<file path="src/shared/epw_map.vh">
// Register offsets, field layout and reset values of the eight-bit port.
`ifndef EPW_MAP_VH
`define EPW_MAP_VH

`define EPW_ADDR_W          16
`define EPW_DATA_W          8
`define EPW_ADDR_FUNC_SEL   16'hff9b
`define EPW_ADDR_PULLUP     16'hff9e
`define EPW_ADDR_DATA       16'hffd8
`define EPW_ADDR_DIR        16'hffe8
`define EPW_ADDR_MODE       16'hff00
`define EPW_RESET_VAL       8'h00
`define EPW_DIR_READ_VAL    8'hff
`define EPW_UNMAPPED_VAL    8'h00
`define EPW_PIN_IDLE        1'b0
`define EPW_MODE_W          3
`define EPW_MODE_ACTIVE     3'h0
`define EPW_MODE_SLEEP      3'h1
`define EPW_MODE_SUBSLEEP   3'h2
`define EPW_MODE_STANDBY    3'h3
`define EPW_MODE_WATCH      3'h4
`define EPW_MODE_SUBACTIVE  3'h5

`endif

</file>
<file path="src/hw/epw_sync.v">
// Three-stage input synchroniser with change accepted when the last two stages agree.
`timescale 1ns/1ps
`default_nettype none

module epw_sync #(
	parameter WIDTH = 8
) (
	input  wire             clk,
	input  wire             rst,
	input  wire [WIDTH-1:0] din,
	output reg  [WIDTH-1:0] dout
);

	reg [WIDTH-1:0] s1_reg;
	reg [WIDTH-1:0] s2_reg;
	reg [WIDTH-1:0] s3_reg;

	genvar i;
	generate
		for (i = 0; i < WIDTH; i = i + 1) begin : g_bit
			always @(posedge clk or posedge rst) begin
				if (rst) begin
					s1_reg[i] <= 1'b0;
					s2_reg[i] <= 1'b0;
					s3_reg[i] <= 1'b0;
					dout[i]   <= 1'b0;
				end else begin
					s1_reg[i] <= din[i];
					s2_reg[i] <= s1_reg[i];
					s3_reg[i] <= s2_reg[i];
					// A lone glitch in stage two cannot reach the output.
					if (s2_reg[i] == s3_reg[i]) begin
						dout[i] <= s3_reg[i];
					end
				end
			end
		end
	endgenerate

endmodule // epw_sync

`default_nettype wire

</file>
<file path="src/hw/epw_port.v">
// Eight-bit general-purpose port with per-pin wakeup input select.
`timescale 1ns/1ps
`default_nettype none
`include "epw_map.vh"

module epw_port #(
	parameter WIDTH = 8
) (
	input  wire                   CLOCK,
	input  wire                   SYS_RST,
	input  wire [`EPW_ADDR_W-1:0] ADDR,
	input  wire [`EPW_DATA_W-1:0] WDATA,
	input  wire                   WR_STB,
	input  wire                   RD_STB,
	output reg  [`EPW_DATA_W-1:0] RDATA,
	input  wire [`EPW_MODE_W-1:0] POWER_MODE,
	input  wire [WIDTH-1:0]       PIN_IN,
	output reg  [WIDTH-1:0]       PIN_OUT,
	output reg  [WIDTH-1:0]       PIN_OE,
	output reg  [WIDTH-1:0]       PULLUP_EN,
	output wire [WIDTH-1:0]       WAKEUP_IN
);

	// ------------------------------------------------------------------
	// Declarations
	// ------------------------------------------------------------------

	reg  [WIDTH-1:0]       port_data_latch_reg;
	reg  [WIDTH-1:0]       pin_direction_reg;
	reg  [WIDTH-1:0]       pullup_control_reg;
	reg  [WIDTH-1:0]       pin_function_select_reg;

	reg  [WIDTH-1:0]       port_data_latch_next;
	reg  [WIDTH-1:0]       pin_direction_next;
	reg  [WIDTH-1:0]       pullup_control_next;
	reg  [WIDTH-1:0]       pin_function_select_next;

	reg  [`EPW_DATA_W-1:0] rdata_next;
	wire [WIDTH-1:0]       pin_sampled;
	wire [WIDTH-1:0]       drive_sel;
	wire [WIDTH-1:0]       read_mix;

	wire                   sel_data;
	wire                   sel_dir;
	wire                   sel_pullup;
	wire                   sel_func;
	wire                   hold_mode;
	wire                   float_mode;

	// ------------------------------------------------------------------
	// Decoding helpers
	// ------------------------------------------------------------------

	// Addresses are compared in full, so mirrors of a register never respond.
	function hit;
		input [`EPW_ADDR_W-1:0] a;
		input [`EPW_ADDR_W-1:0] target;
		begin
			hit = (a == target);
		end
	endfunction

	// Sleep, subsleep and watch keep the pins as they were.
	function mode_holds;
		input [`EPW_MODE_W-1:0] m;
		begin
			case (m)
				`EPW_MODE_SLEEP, `EPW_MODE_SUBSLEEP, `EPW_MODE_WATCH: begin
					mode_holds = 1'b1;
				end
				default: begin
					mode_holds = 1'b0;
				end
			endcase
		end
	endfunction

	// Codes without a meaning of their own run the port as in active mode.
	function mode_floats;
		input [`EPW_MODE_W-1:0] m;
		begin
			case (m)
				`EPW_MODE_STANDBY: begin
					mode_floats = 1'b1;
				end
				default: begin
					mode_floats = 1'b0;
				end
			endcase
		end
	endfunction

	assign sel_data   = hit(ADDR, `EPW_ADDR_DATA);
	assign sel_dir    = hit(ADDR, `EPW_ADDR_DIR);
	assign sel_pullup = hit(ADDR, `EPW_ADDR_PULLUP);
	assign sel_func   = hit(ADDR, `EPW_ADDR_FUNC_SEL);
	assign hold_mode  = mode_holds(POWER_MODE);
	assign float_mode = mode_floats(POWER_MODE);

	// ------------------------------------------------------------------
	// Register file
	// ------------------------------------------------------------------

	// Each register takes a write only at its own address; others are ignored.
	always @* begin
		port_data_latch_next = port_data_latch_reg;
		if (WR_STB && sel_data) begin
			port_data_latch_next = WDATA[WIDTH-1:0];
		end
	end

	always @* begin
		pin_direction_next = pin_direction_reg;
		if (WR_STB && sel_dir) begin
			pin_direction_next = WDATA[WIDTH-1:0];
		end
	end

	always @* begin
		pullup_control_next = pullup_control_reg;
		if (WR_STB && sel_pullup) begin
			pullup_control_next = WDATA[WIDTH-1:0];
		end
	end

	always @* begin
		pin_function_select_next = pin_function_select_reg;
		if (WR_STB && sel_func) begin
			pin_function_select_next = WDATA[WIDTH-1:0];
		end
	end

	always @(posedge CLOCK or posedge SYS_RST) begin
		if (SYS_RST) begin
			port_data_latch_reg <= `EPW_RESET_VAL;
		end else begin
			port_data_latch_reg <= port_data_latch_next;
		end
	end

	always @(posedge CLOCK or posedge SYS_RST) begin
		if (SYS_RST) begin
			pin_direction_reg <= `EPW_RESET_VAL;
		end else begin
			pin_direction_reg <= pin_direction_next;
		end
	end

	always @(posedge CLOCK or posedge SYS_RST) begin
		if (SYS_RST) begin
			pullup_control_reg <= `EPW_RESET_VAL;
		end else begin
			pullup_control_reg <= pullup_control_next;
		end
	end

	always @(posedge CLOCK or posedge SYS_RST) begin
		if (SYS_RST) begin
			pin_function_select_reg <= `EPW_RESET_VAL;
		end else begin
			pin_function_select_reg <= pin_function_select_next;
		end
	end

	// Direction counts as output only for general I/O pins.
	assign drive_sel = pin_direction_reg & ~pin_function_select_reg;

	// ------------------------------------------------------------------
	// Read path
	// ------------------------------------------------------------------

	// The raw direction bit chooses here, so a wakeup pin left with
	// direction one reads its latch rather than its level.
	genvar r;
	generate
		for (r = 0; r < WIDTH; r = r + 1) begin : g_read
			assign read_mix[r] = pin_direction_reg[r] ? port_data_latch_reg[r] :
			                     pin_sampled[r];
		end
	endgenerate

	always @* begin
		rdata_next = `EPW_UNMAPPED_VAL;
		if (sel_data) begin
			rdata_next = read_mix;
		end else if (sel_dir) begin
			rdata_next = `EPW_DIR_READ_VAL;
		end else if (sel_pullup) begin
			rdata_next = pullup_control_reg;
		end else if (sel_func) begin
			rdata_next = pin_function_select_reg;
		end
	end

	// Read data stand only in the cycle after the strobe, zero otherwise.
	always @(posedge CLOCK or posedge SYS_RST) begin
		if (SYS_RST) begin
			RDATA <= `EPW_UNMAPPED_VAL;
		end else if (RD_STB) begin
			RDATA <= rdata_next;
		end else begin
			RDATA <= `EPW_UNMAPPED_VAL;
		end
	end

	// ------------------------------------------------------------------
	// Pin input synchroniser
	// ------------------------------------------------------------------

	epw_sync #(
		.WIDTH (WIDTH)
	) u_sync (
		.clk  (CLOCK),
		.rst  (SYS_RST),
		.din  (PIN_IN),
		.dout (pin_sampled)
	);

	// Wakeup logic sees the synchronised level of selected pins only.
	assign WAKEUP_IN = pin_sampled & pin_function_select_reg;

	// ------------------------------------------------------------------
	// Pin drivers by power mode
	// ------------------------------------------------------------------

	// Every pin is driven by its own copy of the same small slice. The
	// outputs are registered, so a mode change reaches the pins one edge
	// later; software must allow for that before it relies on the pins.
	genvar n;
	generate
		for (n = 0; n < WIDTH; n = n + 1) begin : g_pin
			reg out_next;
			reg oe_next;
			reg pull_next;

			always @* begin
				out_next  = port_data_latch_reg[n] & drive_sel[n];
				oe_next   = drive_sel[n];
				pull_next = pullup_control_reg[n] & ~drive_sel[n];
				if (hold_mode) begin
					// Freeze the drivers so register writes cannot disturb the pins.
					out_next  = PIN_OUT[n];
					oe_next   = PIN_OE[n];
					pull_next = PULLUP_EN[n];
				end else if (float_mode) begin
					out_next = `EPW_PIN_IDLE;
					oe_next  = `EPW_PIN_IDLE;
				end
			end

			// Reset floats every pin and turns every pull-up off.
			always @(posedge CLOCK or posedge SYS_RST) begin
				if (SYS_RST) begin
					PIN_OUT[n]   <= `EPW_PIN_IDLE;
					PIN_OE[n]    <= `EPW_PIN_IDLE;
					PULLUP_EN[n] <= `EPW_PIN_IDLE;
				end else begin
					PIN_OUT[n]   <= out_next;
					PIN_OE[n]    <= oe_next;
					PULLUP_EN[n] <= pull_next;
				end
			end
		end
	endgenerate

endmodule // epw_port

`default_nettype wire

</file>
<file path="config.mk">
export PLATFORM = sky130hd
export DESIGN_NAME = epw_port
export DESIGN_NICKNAME = d
export VERILOG_FILES = /design/src/hw/epw_sync.v /design/src/hw/epw_port.v
export VERILOG_INCLUDE_DIRS = /design/src /design/src/shared
export SDC_FILE = /design/constraint.sdc
export NUM_CORES = 1
export LEC_CHECK = 0
export BUFFER_PORTS_ARGS = -buffer_cell sky130_fd_sc_hd__buf_2
export CORE_ASPECT_RATIO = 0.5
export CORE_UTILIZATION = 54
export DETAILED_ROUTE_END_ITERATION = 10
export GPL_TIMING_DRIVEN = 0
export PLACE_DENSITY = 0.79
export RECOVER_POWER = 100
export SLEW_MARGIN = 20
export SYNTH_ARGS = -nofsm -noshare
export SYNTH_HDL_FRONTEND = slang
export SYNTH_SLANG_ARGS = --single-unit
export TNS_END_PERCENT = 50
</file>
<file path="constraint.sdc">
create_clock -name CLOCK -period 4.4 [get_ports CLOCK]
set_input_delay 0.88 -clock CLOCK [delete_from_list [all_inputs] [get_ports CLOCK]]
set_output_delay 0.88 -clock CLOCK [all_outputs]
set_load 0.1 [all_outputs]
</file>
==> out/metrics.yaml, run 1 <==
setup_path:
  r2r-end: "RDATA[6]"
  slowest_delay_ps: 1040
  crit_arrival_ps: 3310
  path_class: "primary input to flip-flop"
  endpoint: "port_data_latch_reg[6]"
  rrSetupSlack_ps: 3260
  rr_startpoint: "u_sync.dout[6]"
  crit_cells: 5
  cp_max_fo: 8
  cp_top_family: "simple AND/OR/NAND/NOR gates"
  path_buf_inv: 1
  start_kind: "primary input"
  slowest_stage: "nor3_1"
  end_kind: "flip-flop"
  critical_path.cell_chain: "buf_2 -> nand4b_1 -> or4b_1 -> nor3_1 -> mux2_2"
  critPathLaunch: "ADDR[1]"
  rr_worst_depth: 3
  cp_data_required_time_ps: 4610
sta:
  rsz0062_at_grt: "no"
  fin_skew_ps: 5.39
  drv_slew: 68
  fmax_mhz: 323
  finalCriticalPeriod_ps: 3100
  setup_tns_ps: 0
  setup_violations: 0
  slew_headroom: -0.773
  fin_ws_ps: 1300
  hold_violations: 0
  tightest_slew_ps: 2640
  period_share: 0.704
route:
  met3_length_um: 644
  drc: 0
  route.met2.wl_um: 3620
  vias: 2494
  wl_per_cell_um: 17.7
  routed_wl_um: 7990
  drt_first_iter_violations: 164
  drt-pass1-iter-count: 4
  antenna_left: 0
  top_layer_used: "met4"
  met1_length_um: 3680
  vias_per_cell: 5.53
cts:
  ctsHtreeMaxLevel: 3
  numCtsBuffers: 9
  cts_tree: "yes"
  max-clock-path-buffers: 2
  clock_sinks: 96
  clk_latency_ps: 330
  root_buffer: "clkbuf_16"
  post_cts_buffers: 0
  cts_resized: 0
  hold_buffers: 0
  clk_pin_slew_ps: 60
finish:
  final-seq-area_um2: 2400
  antennaDiodeCount: 0
  final_cell_mix: "96 x dfrtp_1, 46 x clkbuf_1, 36 x buf_2, 31 x mux2_2, 22 x nand2_1"
  area_growth_pct: 20.4
  multi_input_area_um2: 1240
  layout_commonest_cell: "dfrtp_1"
  fill_cells: 446
  nets: 397
  drive_gt1_frac: 0.240
logic_synthesis:
  synth_seq_area_share: 0.650
  synth_cell_types: 36
  avgSynthCellArea_um2: 13.8
  synth_edf_count: 0
  synthFlopType: "dfrtp_1"
  synth_area_um2: 3690
  synthArstFlopShare: 1.00
  postSynthNetCount: 307
  ys_seq_elements: 96
  yosysWarningCount: 0
  postSynthCellCount: 268
global_routing:
  grt_antenna_before_repair: 0
  grt_max_degree: 60
  grt_overflow: 0
  grt_pass1_wl_um: 12800
  grt_pass1_vias: 2456
  track_usage: 0.244
placement:
  io_buffers: 78
  gp_congestion: 0.805
  place_ws_ps: 1670
  dpl.hpwl_um: 5760
floorplanning:
  initial_core_util: 0.584
  die_x_um: 119
  rows: 20
  dieHeight_um: 60.5
  dieArea_um2: 7200
  core_um2: 6330
  ioPinCount: 79
power:
  leakagePower_nw: 2.11
  ir_drop_uv: 248
  power.density_nw_per_um2: 397
run:
  cap_violations: 2
outcome:
  failed_checks: "capacitance limit, slew limit"
  status: "finished, violations left"
hold_path:
  worstHoldPathType: "flip-flop to flip-flop"
report_power, final:
part | internal (W) | total [W] | leakage (nW) | switching, W
registers | 0.000901 | 0.000914 | 1.27 | 0.0000121
logic | 0.0000281 | 0.0000759 | 0.687 | 0.0000479
clock network | 0.000457 | 0.000774 | 0.153 | 0.000317
cell type report:
class / count / share of cell area
Timing Repair Buffer: 79 / 0.0805
Clock buffer: 10 / 0.0537
Buffer: 5 / 0.00450
Clock inverter: 6 / 0.0149
Inverter: 3 / 0.00281
Sequential cell: 96 / 0.540
Tap cell: 88 / 0.0248
Multi-Input combinational cell: 164 / 0.279
cells by family (layout without fill, tap and decap cells):
logic type | Yosys count | in the layout | share of synthesized area
AOI/OAI and AO/OA | 40 | 40 | 0.0823
xor gates and xnor gates | 2 | 2 | 0.00474
adders and majority gates | 8 | 8 | 0.0217
buffers and inverters | 8 | 103 | 0.00880
DFF | 96 | 96 | 0.650
muxes | 38 | 38 | 0.114
and+or+nand+nor | 76 | 76 | 0.118
worst min-delay path by stage:
stage | cells past startpoint | startpoint | to | slack (ps)
CTS | 0 | u_sync.s1_reg[3] | u_sync.s2_reg[3] | 350
global route | 0 | u_sync.s1_reg[3] | u_sync.s2_reg[3] | 360
global placement | 0 | u_sync.s1_reg[2] | u_sync.s2_reg[2] | 330
detailed placement | 0 | u_sync.s1_reg[3] | u_sync.s2_reg[3] | 330
finish | 0 | u_sync.s1_reg[3] | u_sync.s2_reg[3] | 350
floorplan | 0 | u_sync.s1_reg[0] | u_sync.s2_reg[0] | 330
metrics by stage:
| step | power, W | area, µm² | hold WS, ps | utilization | std cells |
|---|---|---|---|---|---|
| floorplan | 0.000965 | 3690 | 331 | - | 268 |
| global placement | 0.000999 | 4200 | 331 | 0.663 | 434 |
| detailed placement | 0.00101 | 4220 | 335 | 0.666 | 435 |
| CTS | 0.00178 | 4520 | 349 | 0.714 | 451 |
| global route | 0.00182 | 4450 | 359 | 0.702 | 451 |
| finish | 0.00176 | 4450 | 348 | 0.702 | 451 |
cell usage after synthesis (all sizes together), types with 2 or more instances:
cell,n,share of area
dfrtp,96,0.65
mux2,33,0.10
nand2,22,0.022
nor2,11,0.011
a21o,8,0.016
a22o,8,0.019
and2,8,0.014
maj3,8,0.022
nand2b,8,0.014
o21ai,8,0.011
nor2b,7,0.012
a221oi,5,0.012
a22oi,5,0.010
mux2i,5,0.014
clkbuf,4,0.0044
nand4,4,0.0068
a2111oi,3,0.0071
a311oi,3,0.0071
inv,3,0.0030
nand3,2,0.0027
nand4b,2,0.0047
nor3,2,0.0058
nor4bb,2,0.0054
or2,2,0.0034
per-layer routing:
| metal | vias to the layer above | global-route usage |
|---|---|---|
| li1 | 1150 | - |
| met1 | 1243 | 0.342 |
| met2 | 95 | 0.380 |
| met3 | 6 | 0.0761 |
| met4 | 0 | 0.0633 |
| met5 | - | 0 |
No activity file was read; power rests on OpenSTA's default activity.
==> inputs of run 2 (changes only) <==
--- a/config.mk
+++ b/config.mk
@@ -8,10 +8,10 @@
 export LEC_CHECK = 0
 export BUFFER_PORTS_ARGS = -buffer_cell sky130_fd_sc_hd__buf_2
 export CORE_ASPECT_RATIO = 0.5
-export CORE_UTILIZATION = 54
+export CORE_UTILIZATION = 48
 export DETAILED_ROUTE_END_ITERATION = 10
 export GPL_TIMING_DRIVEN = 0
-export PLACE_DENSITY = 0.79
+export PLACE_DENSITY = 0.74
 export RECOVER_POWER = 100
 export SLEW_MARGIN = 20
 export SYNTH_ARGS = -nofsm -noshare
==> constraint.sdc (replaced) <==
create_clock -name CLOCK -period 2.7 [get_ports CLOCK]
set_input_delay 0.54 -clock CLOCK [delete_from_list [all_inputs] [get_ports CLOCK]]
set_output_delay 0.54 -clock CLOCK [all_outputs]
set_load 0.1 [all_outputs]
==> run 2 against run 1 <==
Effect of this change: the run now ends clean; die area is 12% higher; critical path type unchanged; largest cell class unchanged; setup slack worse by 980 ps; power is 60% higher; cell count is 2.2% higher.
==> out/metrics.yaml, run 2 (synthesis gave the netlist of run 1 again) <==
finish:
  design_area_um2: 4480  # +0.73%
  drive_gt1_frac: 0.241  # +0.00143
  nets: 399  # +0.50%
  layout_commonest_cell: "dfrtp_1"
  final_cell_mix: "96 x dfrtp_1, 50 x clkbuf_1, 35 x buf_2, 32 x mux2_2, 22 x nand2_1"
  antennaDiodeCount: 0  # unchanged
  area_growth_pct: 21.2
global_routing:
  grt_overflow: 0  # unchanged
  grt_pass1_vias: 2480  # +0.98%
  use_met2: 0.327  # -0.0522
  use_met1: 0.313  # -0.0291
  grt_antenna_before_repair: 0  # unchanged
  track_usage: 0.222  # -0.0227
  top_usage_layer: "met2"
  grt_max_degree: 37  # -38%
  grt_pass1_wl_um: 13200  # +3.0%
  grtUsageMet3: 0.0687  # -0.00745
floorplanning:
  dieHeight_um: 64.0  # +5.9%
  dieArea_um2: 8070  # +12%
  die_x_um: 126  # +6.0%
  ioPinCount: 79  # unchanged
  initial_core_util: 0.501  # -0.0827
  core_um2: 7380  # +17%
  rows: 22  # +10%
setup_path:
  end_kind: "flip-flop"
  r2r-end: "RDATA[4]"
  rr_worst_depth: 2  # -1
  slowest_delay_ps: 710  # -330 ps
  path_class: "primary input to flip-flop"
  slowest_stage: "nor3_2"
  rrSetupSlack_ps: 1610  # -1650 ps
  cp_data_required_time_ps: 2930  # -1680 ps
  cp_top_family: "simple AND/OR/NAND/NOR gates"
  path_buf_inv: 1  # unchanged
  crit_arrival_ps: 2600  # -710 ps
  start_kind: "primary input"
  rr_startpoint: "pin_direction_reg[4]"
  critical_path.cell_chain: "clkbuf_1 -> nand4b_1 -> or4b_1 -> nor3_2 -> mux2_2"
  cp_max_fo: 8  # unchanged
sta:
  slew_headroom: 0.0693  # +0.842
  setup_tns_ps: 0  # unchanged
  hold_violations: 0  # unchanged
  setup_violations: 0  # unchanged
  drv_slew: 0  # -100%
  fmax_mhz: 422
  period_share: 0.878
  rsz0062_at_grt: "no"
  fin_skew_ps: 4.76  # -0.631 ps
  finalCriticalPeriod_ps: 2370
  tightest_slew_ps: 1400  # -1250 ps
cts:
  cts_resized: 0  # unchanged
  post_cts_buffers: 0  # unchanged
  root_buffer: "clkbuf_16"
  cts_tree: "yes"
  clock_sinks: 96  # unchanged
  clk_latency_ps: 340  # about the same
  numCtsBuffers: 9  # unchanged
  clk_pin_slew_ps: 60  # about the same
  hold_buffers: 0  # unchanged
  ctsHtreeMaxLevel: 3  # unchanged
  max-clock-path-buffers: 2  # unchanged
placement:
  io_buffers: 78  # unchanged
  gp_congestion: 0.763  # -5.3%
  dpl.hpwl_um: 5930  # +2.9%
  placed_cell_area_um2: 4280  # +1.6%
hold_path:
  min_from: "PIN_IN[2]"
  hold_depth: 1  # +1
  worstHoldPathType: "primary input to flip-flop"
  worst_hold_path.endpoint: "u_sync.s1_reg[2]"
route:
  vias: 2415  # -3.2%
  wl_per_cell_um: 17.5  # -1.3%
  antenna_left: 0  # unchanged
  vias_per_cell: 5.24  # -5.3%
  drt_first_iter_violations: 167  # +1.8%
  drt-pass1-iter-count: 4  # unchanged
  drc: 0  # unchanged
  routed_wl_um: 8060  # +0.85%
run:
  cap_violations: 0  # -2
power:
  leakagePower_nw: 2.10  # -0.19%
  power.density_nw_per_um2: 630  # +59%
  ir_drop_uv: 309  # +25%
outcome:
  status: "finished, final reports clean"
## run 2: how the worst max path moves through the flow
stage | start | cells after the start | to
6_report | ADDR[1] | 5 | port_data_latch_reg[1]
5_1_grt | ADDR[1] | 5 | port_data_latch_reg[7]
4_1_cts | ADDR[1] | 5 | port_data_latch_reg[1]
3_5_place_dp | ADDR[1] | 5 | port_data_latch_reg[4]
3_3_place_gp | ADDR[1] | 5 | port_data_latch_reg[1]
2_1_floorplan | ADDR[1] | 4 | port_data_latch_reg[0]
## run 2: report_power, final
group	total [W]	internal [W]	switching [W]	leakage [nW]
combinational	0.000129	0.0000496	0.0000791	0.697
clock	0.00121	0.000699	0.000507	0.139
sequential	0.00149	0.00147	0.0000194	1.27
total	0.00282	0.00222	0.000606	2.10
## run 2: cell type report
| type | count | area [µm²] |
|---|---|---|
| clock buffer | 14 | 274 |
| clock inverter | 2 | 12.5 |
| sequential | 96 | 2400 |
| buffer | 5 | 20.0 |
| multi-input combinational | 164 | 1250 |
| tap | 96 | 120 |
| fill | 624 | 2900 |
| inverter | 3 | 12.5 |
| timing repair buffer | 81 | 388 |
## run 2: per-layer routing
metal,vias up,routed length [µm]
li1,1161,-
met1,1169,3990
met2,76,3480
met3,9,501
met4,0,90
met5,-,0
## run 2: through the flow
stage | utilization | instances | setup WS (ps) | power [W] | hold WS, ps
3_3_place_gp | 0.571 | 442 | 300 | 0.00163 | 334
4_1_cts | 0.620 | 461 | 664 | 0.00285 | 222
5_1_grt | 0.607 | 461 | 258 | 0.00292 | 290
3_5_place_dp | 0.581 | 445 | 306 | 0.00165 | 337
6_report | 0.607 | 461 | 329 | 0.00282 | 299
2_1_floorplan | - | 268 | 666 | 0.00157 | 331
## run 2: worst reg2reg max path: cells and delay by family (launching register included)
| kind | cells | cell delay [ps] |
|---|---|---|
| AOI/OAI and AO/OA | 2 | 540 |
| DFF | 1 | 410 |
==> inputs of run 3 (changes only) <==
--- a/config.mk
+++ b/config.mk
@@ -6,12 +6,13 @@
 export SDC_FILE = /design/constraint.sdc
 export NUM_CORES = 1
 export LEC_CHECK = 0
+export ABC_AREA = 1
 export BUFFER_PORTS_ARGS = -buffer_cell sky130_fd_sc_hd__buf_2
 export CORE_ASPECT_RATIO = 0.5
-export CORE_UTILIZATION = 48
+export CORE_UTILIZATION = 49
 export DETAILED_ROUTE_END_ITERATION = 10
 export GPL_TIMING_DRIVEN = 0
-export PLACE_DENSITY = 0.74
+export PLACE_DENSITY = 0.75
 export RECOVER_POWER = 100
 export SLEW_MARGIN = 20
 export SYNTH_ARGS = -nofsm -noshare
==> run 3 against run 2 <==
Effect of this change: synthesized cell count increased by 52%; cell count increased by 33%; power increased by 10%; wire length increased by 11%; die area increased by 5.3%; via count increased by 29%; non-clock buffer count increased by 2; clock-buffer cell count decreased by 3; sequential cell count unchanged; clock power increased by 12%; clock skew increased by 0.68 ps; largest power group unchanged.
==> out/metrics.yaml, run 3 <==
route:
  routed_wl_um: 8970  # +11%
  wl_per_cell_um: 14.7  # -16%
  antenna_left: 0  # unchanged
  vias_per_cell: 5.10  # -2.7%
  drt-pass1-iter-count: 5  # +1
  drc: 0  # unchanged
  drt_first_iter_violations: 256  # +53%
  vias: 3114  # +29%
cts:
  cts_resized: 0  # unchanged
  root_buffer: "clkbuf_16"
  numCtsBuffers: 9  # unchanged
  post_cts_buffers: 0  # unchanged
  hold_buffers: 0  # unchanged
  cts_tree: "yes"
  clk_pin_slew_ps: 70  # about the same
  max-clock-path-buffers: 2  # unchanged
  ctsHtreeMaxLevel: 3  # unchanged
  clock_sinks: 96  # unchanged
  clk_latency_ps: 340  # about the same
power:
  ir_drop_uv: 338  # +9.7%
  p_total_w: 0.00311  # +10%
  power.density_nw_per_um2: 656  # +4.1%
  leakagePower_nw: 2.34  # +11%
placement:
  place_ws_ps: 784  # +479 ps
  io_buffers: 78  # unchanged
  gp_congestion: 0.827  # +8.4%
  dpl.hpwl_um: 6100  # +2.9%
setup_path:
  start_kind: "flip-flop"
  cp_max_fo: 3  # -5
  critical_path.cell_chain: "nand2_1 -> inv_1 -> clkbuf_1"
  slowest_delay_ps: 850  # +140 ps
  path_class: "flip-flop to output pin"
  end_kind: "output pin"
  crit_arrival_ps: 1720  # -880 ps
  slowest_stage: "clkbuf_1"
  cp_data_required_time_ps: 2160  # -770 ps
logic_synthesis:
  avgSynthCellArea_um2: 9.77  # -29%
  postSynthNetCount: 446  # +45%
  yosys-top-cells-area: "dfrtp_1 60%, nand2_1 7.9%, inv_1 6.9%"
  synthArstFlopShare: 1.00  # unchanged
  synth_cell_types: 22  # -39%
  yosysTopAreaCell: "dfrtp_1"
  synthFlopType: "dfrtp_1"
  postSynthCellCount: 407  # +52%
  synth_edf_count: 0  # unchanged
  yosysMostFrequentCell: "dfrtp_1"
  synthTopCellsByCount: "96 x dfrtp_1, 84 x nand2_1, 73 x inv_1"
  netlist.area_leader.share: 0.604  # -0.0460
  synth_area_um2: 3980  # +7.6%
  ys_seq_elements: 96  # unchanged
  synth_seq_area_share: 0.604  # -0.0460
  yosysWarningCount: 0  # unchanged
outcome:
  status: "finished, final reports clean"
sta:
  drv_slew: 0  # unchanged
  finalCriticalPeriod_ps: 2260  # -109 ps
  tightest_slew_ps: 1180  # -214 ps
  fin_skew_ps: 5.44  # +0.682 ps
  hold_violations: 0  # unchanged
  fin_ws_ps: 439  # +109 ps
  fmax_mhz: 442  # +4.8%
  slew_headroom: 0.215  # +0.146
  period_share: 0.838  # -0.0406
  setup_tns_ps: 0  # unchanged
  rsz0062_at_grt: "no"
  setup_violations: 0  # unchanged
global_routing:
  grt_antenna_before_repair: 0  # unchanged
  grt_pass1_wl_um: 14400  # +9.7%
  grt_overflow: 0  # unchanged
  grt_pass1_vias: 3027  # +22%
  track_usage: 0.237  # +0.0156
  grt_max_degree: 35  # -5.4%
floorplanning:
  rows: 22  # unchanged
  ioPinCount: 79  # unchanged
  dieArea_um2: 8500  # +5.3%
  initial_core_util: 0.523  # +0.0225
  die_x_um: 129  # +2.6%
  core_um2: 7600  # +3.0%
  dieHeight_um: 65.7  # +2.6%
finish:
  nets: 538  # +35%
  drive_gt1_frac: 0.153  # -0.0880
  final-seq-area_um2: 2400  # unchanged
  antennaDiodeCount: 0  # unchanged
  layout_commonest_cell: "dfrtp_1"
  multi_input_area_um2: 1140  # -9.0%
  final_cell_mix: "96 x dfrtp_1, 87 x nand2_1, 72 x inv_1, 50 x o21ai_0"
  area_growth_pct: 19.1
  fill_cells: 693  # +11%
run:
  cap_violations: 0  # unchanged
hold_path:
  worstHoldPathType: "primary input to async pin"
run 3: cell types whose count changed after synthesis, moves of 18 or more:
| cell | previous run | this run |
|---|---|---|
| inv_1 | 3 | 73 |
| mux2_2 | 33 | 0 |
| nand2_1 | 22 | 84 |
| nand3_1 | 2 | 42 |
| o21ai_0 | 8 | 39 |
| o21ai_2 | 0 | 18 |
run 3: critical path: cells and delay by family, from the launching register on:
family	cells	cell delay [ps]
and+or+nand+nor	1	80
DFF	1	390
buffers and inverters	2	900
run 3: per-layer routing:
layer | track usage | share of wire
met5 | 0 | 0
met4 | 0.106 | 0.027
met3 | 0.0643 | 0.087
met2 | 0.368 | 0.44
met1 | 0.315 | 0.44
run 3: area by class of cell:
| cell class | instances | area share |
|---|---|---|
| inverters | 75 | 0.0603 |
| multi-input cells | 229 | 0.240 |
| clock buffers | 11 | 0.0513 |
| flip-flops and latches | 96 | 0.507 |
| repair buffers | 81 | 0.0856 |
| plain buffers | 7 | 0.0103 |
| well taps | 108 | 0.0285 |
| clock inverters | 4 | 0.0164 |
run 3: kinds of logic (layout without fill, tap and decap cells):
kind of cell	Yosys count	after routing	synth area share
fa+ha+maj	8	8	0.0201
compound gates	73	73	0.111
buf+inv	82	178	0.0856
flops	96	96	0.604
simple gates	148	148	0.179
run 3: worst paths after layout:
path / start / to / slack (ps) / depth (start not counted)
setup / recovery: pin_function_select_reg[5] / WAKEUP_IN[5] / 440 / 3
hold / removal: SYS_RST / u_sync.s1_reg[4] / 150 / 2
setup reg to reg: pin_direction_reg[5] / RDATA[5] / 1660 / 4
hold reg to reg: u_sync.s1_reg[1] / u_sync.s2_reg[1] / 350 / 0
max in group asynchronous: SYS_RST / RDATA[4] / 1890 / 4
min in group CLOCK: PIN_IN[5] / u_sync.s1_reg[5] / 300 / 1
run 3: report_power, final:
group | internal (W) | total [W] | switching, W
Combinational | 0.0000587 | 0.000254 | 0.000195
Clock | 0.000837 | 0.00136 | 0.000525
Sequential | 0.00147 | 0.00149 | 0.0000225
run 3: per-stage QoR:
step                utilization  std cells  instance area (µm²)  hold WS, ps
floorplan                     -        407                 3980          331
global placement          0.593        593                 4510          332
detailed placement        0.601        596                 4570          335
CTS                       0.643        611                 4890          103
global route              0.623        611                 4730          140
finish                    0.623        611                 4730          146
